**src/hw/power_good_params.svh**
```systemverilog
// Register offsets, field positions, reset values and interrupt bit positions for the power-good block.
`ifndef POWER_GOOD_PARAMS_SVH
`define POWER_GOOD_PARAMS_SVH

// Register offsets on the serial register port.
`define ADDR_PG_CTRL_TWO     8'h16
`define ADDR_POWER_GOOD_FAULT_SOURCES_SRC    8'h17
`define ADDR_SOFT_RESET      8'h18
`define ADDR_TOP_INT_FLAGS   8'h19

// Control register two fields and reset value.
`define BIT_PG_MODE          0
`define BIT_FAULT_DRIVES_PG  1
`define BIT_TWARN_GATES_PG   2
`define CTRL_TWO_RESET       3'h4

// Fault latch bits: buck 0, buck 1, linear 0, linear 1.
`define FAULT_LATCH_RESET    4'h0

// Soft reset command bit.
`define BIT_SOFT_RESET       0

// Top interrupt register bit positions.
`define BIT_MEAS_DONE        0
`define BIT_OVERVOLT         1
`define BIT_TWARN            2
`define BIT_TSHUTDOWN        3
`define BIT_CLK_SYNC         4
`define BIT_BUCK_SUMMARY     5
`define BIT_LINEAR_SUMMARY   6
`define BIT_PG_DROP          7
`define TOP_FLAGS_RESET      8'h00

`endif

```
**src/hw/power_good_pkg.sv**
```systemverilog
// Types shared by the power-good and top interrupt register block.
package power_good_pkg;

    // Live monitor levels and pulses coming from the analog and clock sections.
    typedef struct packed {
        logic thermal_warn;    // Die above warning level, live.
        logic thermal_sd;      // Die above shutdown level, live.
        logic overvolt;        // Input above over-voltage level, live.
        logic ext_clk_present; // External clock detected, level.
        logic meas_done;       // Load current result ready, one-cycle pulse.
    } monitor_s;

    // Access from the serial control interface.
    typedef struct packed {
        logic       wr;
        logic       rd;
        logic [7:0] addr;
        logic [7:0] wdata;
    } reg_req_s;

    typedef logic [3:0] out_mask_t;

endpackage

```
**src/hw/sticky_w1c_bank.sv**
```systemverilog
// Bank of sticky flags that hardware sets and software clears by writing one.
`timescale 1ns/1ps
`include "power_good_params.svh"

module sticky_w1c_bank #(
    parameter int W = 8
) (
    input  wire logic         clk,        // Core clock.
    input  wire logic         rst_n,      // Asynchronous reset, active low.
    input  wire logic         soft_clr,   // Software reset, returns all flags to zero.
    input  wire logic [W-1:0] set,        // Per-bit set request.
    input  wire logic [W-1:0] clr,        // Per-bit qualified clear request.
    output logic      [W-1:0] flags       // Current flag values.
);

    logic [W-1:0] flags_nxt;

    // One flag per bit; set beats clear so an event in the clear cycle survives.
    genvar i;
    generate
        for (i = 0; i < W; i++) begin : g_flag
            always_comb begin
                if (soft_clr) begin
                    flags_nxt[i] = 1'b0;
                end else if (set[i]) begin
                    flags_nxt[i] = 1'b1;
                end else if (clr[i]) begin
                    flags_nxt[i] = 1'b0;
                end else begin
                    flags_nxt[i] = flags[i];
                end
            end

            always_ff @(posedge clk or negedge rst_n) begin
                if (!rst_n) begin
                    flags[i] <= 1'b0;
                end else begin
                    flags[i] <= flags_nxt[i];
                end
            end
        end
    endgenerate

endmodule

```
**src/hw/power_good_fault_irq_regs.sv**
```systemverilog
// Power-good gating, per-output fault latches, soft reset and top interrupt flags.
`timescale 1ns/1ps
`include "power_good_params.svh"

module power_good_fault_irq_regs
    import power_good_pkg::*;
(
    input  wire logic      CORE_CLK,          // Core clock, 250 MHz.
    input  wire logic      RESETN,            // Asynchronous reset, active low.
    input  wire reg_req_s  REG_REQ,           // Register access from the serial interface.
    output logic [7:0]     REG_RDATA,         // Read data, valid the cycle after rd.
    input  wire out_mask_t OUT_VALID,         // Live valid status per output.
    input  wire out_mask_t PG_SRC_EN,         // Source enables from control register one.
    input  wire logic      PG_POL,            // Polarity select from control register one.
    input  wire out_mask_t ENABLE_REQ,        // Requested regulator enables.
    input  wire monitor_s  MON,               // Live monitor levels and pulses.
    input  wire logic [7:0] BUCK_EVENTS,      // Buck event register contents.
    input  wire logic [7:0] LINEAR_EVENTS,    // Linear event register contents.
    input  wire logic      GPO_A_REQ,         // Requested level of general output a.
    input  wire logic      GPO_B_REQ,         // Requested level of general output b.
    output logic           POWER_GOOD_OUTPUT, // Power-good pin level.
    output out_mask_t      REG_ENABLE,        // Granted regulator enables.
    output logic           GENERAL_OUTPUT_A,  // General output a pin level.
    output logic           GENERAL_OUTPUT_B,  // General output b pin level.
    output logic           SOFT_RESET_PULSE   // One-cycle OTP reload and interface reset.
);

    // Control register two, the soft reset bit and the live-output state.
    logic [2:0] ctrl_r;
    logic [2:0] ctrl_nxt;
    logic       soft_rst_r;
    logic       soft_rst_nxt;
    logic       good_r;
    logic       good_nxt;
    logic       clk_seen_r;
    logic       clk_seen_nxt;
    logic       pin_r;
    logic       pin_nxt;
    out_mask_t  en_r;
    out_mask_t  en_nxt;
    logic       gpo_a_r;
    logic       gpo_a_nxt;
    logic       gpo_b_r;
    logic       gpo_b_nxt;
    logic [7:0] rdata_r;
    logic [7:0] rdata_nxt;

    out_mask_t  monitored;
    out_mask_t  failing;
    out_mask_t  fault_set;
    out_mask_t  fault_clr;
    out_mask_t  faults;
    logic [7:0] top_set;
    logic [7:0] top_clr;
    logic [7:0] top_flags;
    logic [7:0] top_view;
    logic       live_ok;
    logic       latch_ok;
    logic       warn_block;
    logic       kill;
    logic       wr_ctrl;
    logic       wr_fault;
    logic       wr_reset;
    logic       wr_top;

    assign wr_ctrl  = REG_REQ.wr && (REG_REQ.addr == `ADDR_PG_CTRL_TWO);
    assign wr_fault = REG_REQ.wr && (REG_REQ.addr == `ADDR_POWER_GOOD_FAULT_SOURCES_SRC);
    assign wr_reset = REG_REQ.wr && (REG_REQ.addr == `ADDR_SOFT_RESET);
    assign wr_top   = REG_REQ.wr && (REG_REQ.addr == `ADDR_TOP_INT_FLAGS);

    // Which outputs feed power-good. Gated mode only watches regulators that are
    // enabled, so a deliberately off rail cannot pull power-good down.
    always_comb begin
        if (ctrl_r[`BIT_PG_MODE]) begin
            monitored = PG_SRC_EN;
        end else begin
            monitored = PG_SRC_EN & en_r;
        end
        failing    = monitored & ~OUT_VALID;
        live_ok    = ~|failing;
        latch_ok   = ~|faults;
        warn_block = ctrl_r[`BIT_TWARN_GATES_PG] && MON.thermal_warn;
    end

    // Fault latches: set by a selected failing output, cleared by a one only
    // while that output is valid again.
    always_comb begin
        fault_set = failing;
        fault_clr = wr_fault ? (REG_REQ.wdata[3:0] & OUT_VALID) : 4'h0;
    end

    sticky_w1c_bank #(
        .W (4)
    ) u_fault_latches (
        .clk      (CORE_CLK),
        .rst_n    (RESETN),
        .soft_clr (soft_rst_r),
        .set      (fault_set),
        .clr      (fault_clr),
        .flags    (faults)
    );

    // Top interrupt sources. Level events keep re-setting while they persist, so a
    // clear during an ongoing shutdown does not hide it. Summary bits are never stored.
    always_comb begin
        top_set                       = 8'h00;
        top_set[`BIT_PG_DROP]         = good_r && !good_nxt && !soft_rst_r;
        top_set[`BIT_CLK_SYNC]        = MON.ext_clk_present != clk_seen_r;
        top_set[`BIT_TSHUTDOWN]       = MON.thermal_sd;
        top_set[`BIT_TWARN]           = MON.thermal_warn;
        top_set[`BIT_OVERVOLT]        = MON.overvolt;
        top_set[`BIT_MEAS_DONE]       = MON.meas_done;
        top_clr                       = wr_top ? REG_REQ.wdata : 8'h00;
        top_clr[`BIT_BUCK_SUMMARY]    = 1'b0;
        top_clr[`BIT_LINEAR_SUMMARY]  = 1'b0;
    end

    sticky_w1c_bank #(
        .W (8)
    ) u_top_flags (
        .clk      (CORE_CLK),
        .rst_n    (RESETN),
        .soft_clr (soft_rst_r),
        .set      (top_set),
        .clr      (top_clr),
        .flags    (top_flags)
    );

    // Read view of the top register with the live summary bits merged in.
    always_comb begin
        top_view                      = top_flags;
        top_view[`BIT_LINEAR_SUMMARY] = |LINEAR_EVENTS;
        top_view[`BIT_BUCK_SUMMARY]   = |BUCK_EVENTS;
    end

    // Next state of control, soft reset, pins and read data.
    always_comb begin
        ctrl_nxt     = ctrl_r;
        soft_rst_nxt = 1'b0;
        if (soft_rst_r) begin
            ctrl_nxt = `CTRL_TWO_RESET;
        end else begin
            if (wr_ctrl) begin
                ctrl_nxt = REG_REQ.wdata[2:0];
            end
            if (wr_reset) begin
                soft_rst_nxt = REG_REQ.wdata[`BIT_SOFT_RESET];
            end
        end
        if (ctrl_r[`BIT_FAULT_DRIVES_PG]) begin
            good_nxt = latch_ok && !warn_block;
        end else begin
            good_nxt = live_ok && !warn_block;
        end
        clk_seen_nxt = MON.ext_clk_present;
        pin_nxt      = good_nxt ^ PG_POL;
        // Live levels also kill so the outputs drop before the flag is seen.
        kill         = top_flags[`BIT_TSHUTDOWN] || top_flags[`BIT_OVERVOLT] ||
                       MON.thermal_sd || MON.overvolt;
        en_nxt       = kill ? 4'h0 : ENABLE_REQ;
        gpo_a_nxt    = GPO_A_REQ && !kill;
        gpo_b_nxt    = GPO_B_REQ && !kill;
        rdata_nxt    = 8'h00;
        if (REG_REQ.rd) begin
            case (REG_REQ.addr)
                `ADDR_PG_CTRL_TWO:   rdata_nxt = {5'h00, ctrl_r};
                `ADDR_POWER_GOOD_FAULT_SOURCES_SRC:  rdata_nxt = {4'h0, faults};
                `ADDR_SOFT_RESET:    rdata_nxt = {7'h00, soft_rst_r};
                `ADDR_TOP_INT_FLAGS: rdata_nxt = top_view;
                default:             rdata_nxt = 8'h00;
            endcase
        end
    end

    // Registers. Soft reset lasts exactly one cycle, which is also the pulse
    // handed to the OTP loader and the serial interface.
    always_ff @(posedge CORE_CLK or negedge RESETN) begin
        if (!RESETN) begin
            ctrl_r     <= `CTRL_TWO_RESET;
            soft_rst_r <= 1'b0;
            good_r     <= 1'b0;
            clk_seen_r <= 1'b0;
            pin_r      <= 1'b0;
            en_r       <= 4'h0;
            gpo_a_r    <= 1'b0;
            gpo_b_r    <= 1'b0;
            rdata_r    <= 8'h00;
        end else begin
            ctrl_r     <= ctrl_nxt;
            soft_rst_r <= soft_rst_nxt;
            good_r     <= good_nxt;
            clk_seen_r <= clk_seen_nxt;
            pin_r      <= pin_nxt;
            en_r       <= en_nxt;
            gpo_a_r    <= gpo_a_nxt;
            gpo_b_r    <= gpo_b_nxt;
            rdata_r    <= rdata_nxt;
        end
    end

    assign POWER_GOOD_OUTPUT = pin_r;
    assign REG_ENABLE        = en_r;
    assign GENERAL_OUTPUT_A  = gpo_a_r;
    assign GENERAL_OUTPUT_B  = gpo_b_r;
    assign SOFT_RESET_PULSE  = soft_rst_r;
    assign REG_RDATA         = rdata_r;
endmodule

```
**config.mk**
```make
export PLATFORM = sky130hd
export DESIGN_NAME = power_good_fault_irq_regs
export DESIGN_NICKNAME = d
export VERILOG_FILES = /design/src/hw/power_good_pkg.sv /design/src/hw/sticky_w1c_bank.sv /design/src/hw/power_good_fault_irq_regs.sv
export VERILOG_INCLUDE_DIRS = /design/src /design/src/hw
export SDC_FILE = /design/constraint.sdc
export NUM_CORES = 1
export LEC_CHECK = 0
export BUFFER_PORTS_ARGS = -buffer_cell sky130_fd_sc_hd__buf_2
export CAP_MARGIN = 20
export CORE_MARGIN = 1.5
export CORE_UTILIZATION = 45
export CTS_CLUSTER_DIAMETER = 120
export CTS_CLUSTER_SIZE = 24
export DETAILED_ROUTE_END_ITERATION = 6
export PLACE_DENSITY = 0.73
export RECOVER_POWER = 25
export SYNTH_ARGS = -nofsm -noshare
export SYNTH_HDL_FRONTEND = slang
export SYNTH_HIERARCHICAL = 1
export SYNTH_SLANG_ARGS = --single-unit
```
**constraint.sdc**
```tcl
create_clock -name CORE_CLK -period 2 [get_ports CORE_CLK]
set_clock_uncertainty 0.1 [all_clocks]
set_input_delay 0.2 -clock CORE_CLK [delete_from_list [all_inputs] [get_ports CORE_CLK]]
set_output_delay 0.2 -clock CORE_CLK [all_outputs]
set_load 0.03 [all_outputs]
```
### Word level (Yosys, flattened, before mapping)

Cells that the tools add are included.

* bits of input ports: 56
* logic and storage cells: 105
* flip-flop bits (word level): 31
* output and inout bits: 16

* bitwise logic cells: 5
* multiplexer cells: 41
* reduce and logical (&&, ||, !) cells: 35
* equal/unequal tests: 5

Operator list (number)
* 2-to-1 mux 1 bit: 33
* == test 8 x 5 -> 1 bit, second input constant: 4
* one-hot mux 8 bit (4 select lines): 1
* nonzero test 3 bit: 10
* 2-to-1 mux 8 bit: 2
* OR reduction 8 bit: 2
* bitwise AND 4 bit: 3
* 2-to-1 mux 4 bit: 3
* logical AND 1 bit: 11
* OR reduction 4 bit: 2
* logical NOT 1 bit: 6
* 2-to-1 mux 3 bit: 2
* NOT 4 bit: 1
* logical OR 1 bit: 3
* nonzero test 2 bit: 1
* inequality test 1 bit: 1
* bitwise XOR 1 bit: 1

### Depth between registers and ports, before layout

* depth after elaboration: 12
* depth in mapped cells: 6
* depth with buffers taken out: 6

### Hierarchy

The synthesis kept the hierarchy.

By module, submodules not included
* power_good_fault_irq_regs: instances 1, sequential area each 526.8 um^2, cells an instance 114, area an instance 1129.8 um^2
* sticky_w1c_bank at u_top_flags: instances 1, sequential area each 200.2 um^2, cells an instance 33, area an instance 421.7 um^2
* sticky_w1c_bank at u_fault_latches: instances 1, sequential area each 100.1 um^2, cells an instance 16, area an instance 160.2 um^2

### Least setup slack after synthesis

OpenSTA, ideal clock, no wires.

* path kind: register -> register
* start point: register u_fault_latches.flags[3]
* end point: register u_top_flags.flags[7]
* stages on the path, launching flop included: 7
* data required time: 1.782 ns
* setup time: 0.118 ns
* path buffers: 0
* data arrival time: 1.452 ns
* slack: 0.330 ns
* clock period less this slack: 1.670 ns
* cell sequence: dfrtp_1 > or3_1 > or2_2 > o31a_1 > o211a_1 > inv_1 > a21oi_2

* longest elaborated chain between the ends: 9
* elaborated cells between the ends (all ways): 10
* those cells by class: mux: 3; reduce/logical: 7

RTL lines
* start: declaration: RTL line sticky_w1c_bank.sv:13 `output logic [W-1:0] flags`
* start signal: indexed assignment: RTL line sticky_w1c_bank.sv:38 `flags[i] <= flags_nxt[i];`
* OR reduction 4 bit (*): RTL line power_good_fault_irq_regs.sv:81 `latch_ok = ~|faults;`
* logical NOT 1 bit (*): RTL line power_good_fault_irq_regs.sv:81
* logical AND 1 bit (*): RTL line power_good_fault_irq_regs.sv:151 `good_nxt = latch_ok && !warn_block;`
* 2-to-1 mux 1 bit (*): RTL line power_good_fault_irq_regs.sv:150 `` if (ctrl_r[`BIT_FAULT_DRIVES_PG]) begin ``
* logical NOT 1 bit (*): RTL line power_good_fault_irq_regs.sv:107 `` top_set[`BIT_PG_DROP] = good_r && !good_nxt && !soft_rst_r; ``
* logical AND 1 bit (*) (2 in a row): RTL line power_good_fault_irq_regs.sv:107
* net top_set[7]: RTL line power_good_fault_irq_regs.sv:53 `logic [7:0] top_set;`
* 2-to-1 mux 1 bit: RTL line sticky_w1c_bank.sv:25 `end else if (set[i]) begin`
* 2-to-1 mux 1 bit: RTL line sticky_w1c_bank.sv:23 `if (soft_clr) begin`
* end signal: indexed assignment: RTL line sticky_w1c_bank.sv:38
* end: declaration: RTL line sticky_w1c_bank.sv:13

Mark *: on every way through the listed nets, which the timed path passes. The rest lies on a longest branch.
A chain may end at the register's enable or synchronous reset.

### Worst setup path in the final report

Ends and elaborated chain as after synthesis.

==> results_dict.tcl <==
set metrics [dict create \
    die_area_um2 3934 \
    drv_slew 0 \
    synth_nets 210 \
    nets 297 \
    hold_viol_final 0 \
    h-tree-depth 2 \
    cts_root_buf "clkbuf_4" \
    pwr-share-comb 0.157 \
    cts_buffers 5 \
    postCtsHoldBufs 11 \
    slew-limit-headroom 0.4988 \
    stdcell_count 288 \
    fp.dieH_um 62.73 \
    cts.sinks 31 \
    drive_gt1_frac 0.4091 \
    setup_tns_ps 0 \
    cp_max_fo 3 \
    finalCritPeriodShare 0.9054 \
    clockBufferDepth 2 \
    grt-ovfl-total 0 \
    cts_tree "done" \
    path_clk_slew_ps 100 \
    place_hpwl_mm 2.934 \
    antenna_found_initial 0 \
    post-cts-setup-buffers 0 \
    num_rows 21 \
    clock_latency_ps 330 \
    setup_ws_ps 189.1 \
    antenna_left 0 \
    hp-class "input pin to flip-flop" \
    power_density_nw_per_um2 568.5 \
    fmax_mhz 552.2 \
    grt_max_degree 32 \
    clockPowerShare 0.293 \
    die_w_um 62.73 \
    period_needed_ps 1811 \
    diodes 0 \
    first_pass_iters 4 \
    ctsResizeCount 0 \
    start_util 0.4736 \
    ioPinCount 72 \
    path_class "flip-flop to flip-flop" \
    cp-start-kind "flip-flop" \
    p_int_uw 892.1 \
    grt_pass1_vias 1368 \
    gp_routability_congestion 0.8206 \
    vias 1441 \
    maxCapViolCount 0 \
    area_delta_synth_final_pct 35.00 \
    p_leak_uw 0.001102 \
    routed_wl_mm 3.837 \
    dp_cells 269 \
    portBuffers 69 \
    ir_drop_uv 384.7 \
    seq_power_share 0.551 \
    yosys_warnings 6 \
    synthCells 154 \
    worstMarginPinSlew_ps 751.7 \
    arrival_ps 1920 \
    grt_usage 0.2013 \
    syn_area_um2 1605 \
    crit_required_ps 2110 \
    p_switching_uw 339.8 \
    setup_violations 0 \
    syn_avg_cell_area_um2 10.42 \
    pre_cts_ws_ps 204.8 \
    grt_pass1_wl_mm 6.203 \
    cp-end-kind "flip-flop" \
    status "finished clean" \
    drc_errors 0 \
    coreArea_um2 3390 \
    drt_iter0_markers 66 \
    via_per_inst 5.003 \
    holdWs_ps 23.74 \
    rsz0062_at_grt "no" \
    wl_per_cell_um 13.32 \
    p_sw_frac 0.2758 \
]
==> area by class of cell <==
type	instances	area (um^2)
clock buffers	6	41.29
clock inverters	2	12.51
fillers	285	1222
inverters	13	48.80
multi-input cells	107	757.0
flip-flops and latches	31	777.0
well taps	46	57.56
repair buffers	83	473.0
==> power groups by stage <==
| stage | clock network (uW) | registers (uW) | logic (uW) |
|---|---|---|---|
| after floorplan | 0 | 687 | 83.3 |
| after global placement | 0 | 690 | 173 |
| after detailed placement | 0 | 690 | 177 |
| after CTS | 369 | 678 | 194 |
| after global routing | 400 | 683 | 214 |
| final | 361 | 678 | 193 |
==> cells in the final DEF, fill, tap and decap left out, types with 2 or more instances in the layout <==
| master | n |
|---|---|
| a21oi_2 | 6 |
| buf_4 | 2 |
| o211ai_1 | 2 |
| clkbuf_1 | 3 |
| a21oi_1 | 6 |
| and3_1 | 10 |
| and3_2 | 4 |
| mux2_2 | 2 |
| nor2_1 | 14 |
| dfrtp_1 | 30 |
| nor4_1 | 5 |
| clkbuf_4 | 5 |
| nand2b_4 | 6 |
| and2_1 | 7 |
| nand2b_1 | 7 |
| buf_2 | 67 |
| nor3b_1 | 3 |
| a22oi_1 | 3 |
| mux2i_1 | 5 |
| inv_1 | 13 |
| nand2_1 | 5 |
| nand3_1 | 2 |
| nor3_1 | 3 |
| dlygate4sd3_1 | 11 |
==> layer usage <==
metal,GRT usage,wire [um],up-vias
li1,-,-,713
met1,0.2625,1791,687
met2,0.3253,1843,36
met3,0.05946,172,5
met4,0.05833,29,0
met5,0,0,-
==> worst max-delay path: stages (launching register included) <==
cell and delay [ps]:
dfrtp_1 430, or3_1 390, or2_2 310, o31a_1 130, o211a_1 230, inv_1 60
a21oi_2 40
==> per-stage QoR <==
stage | power (uW) | util | cell area [um^2]
after CTS | 1240 | 0.6408 | 2172
after detailed placement | 867.4 | 0.5925 | 2008
after global placement | 862.7 | 0.5925 | 2008
after global routing | 1297 | 0.6394 | 2167
final | 1232 | 0.6394 | 2167
after floorplan | 770.6 | - | 1605
==> registers in the layout, summed over array words and instances (netlist names) <==
name	cells
REG_RDATA	8
u_top_flags/flags	6
REG_ENABLE	4
u_fault_latches/flags	4
ctrl_r	3
GENERAL_OUTPUT_A	1
GENERAL_OUTPUT_B	1
POWER_GOOD_OUTPUT	1
SOFT_RESET_PULSE	1
clk_seen_r	1
good_r	1
==> final timing paths <==
path	slack, ps	depth (start not counted)	start	to
max in group asynchronous	970	2	RESETN	REG_ENABLE[3]
worst max register to register	190	6	u_fault_latches/flags[3]	u_top_flags/flags[7]
min in group asynchronous	360	2	RESETN	REG_RDATA[3]
worst max-delay path	190	6	u_fault_latches/flags[3]	u_top_flags/flags[7]
worst min register to register	450	3	clk_seen_r	u_top_flags/flags[4]
worst min-delay path	20	3	MON[4]	u_top_flags/flags[2]
(Power assumes the default switching activity.)
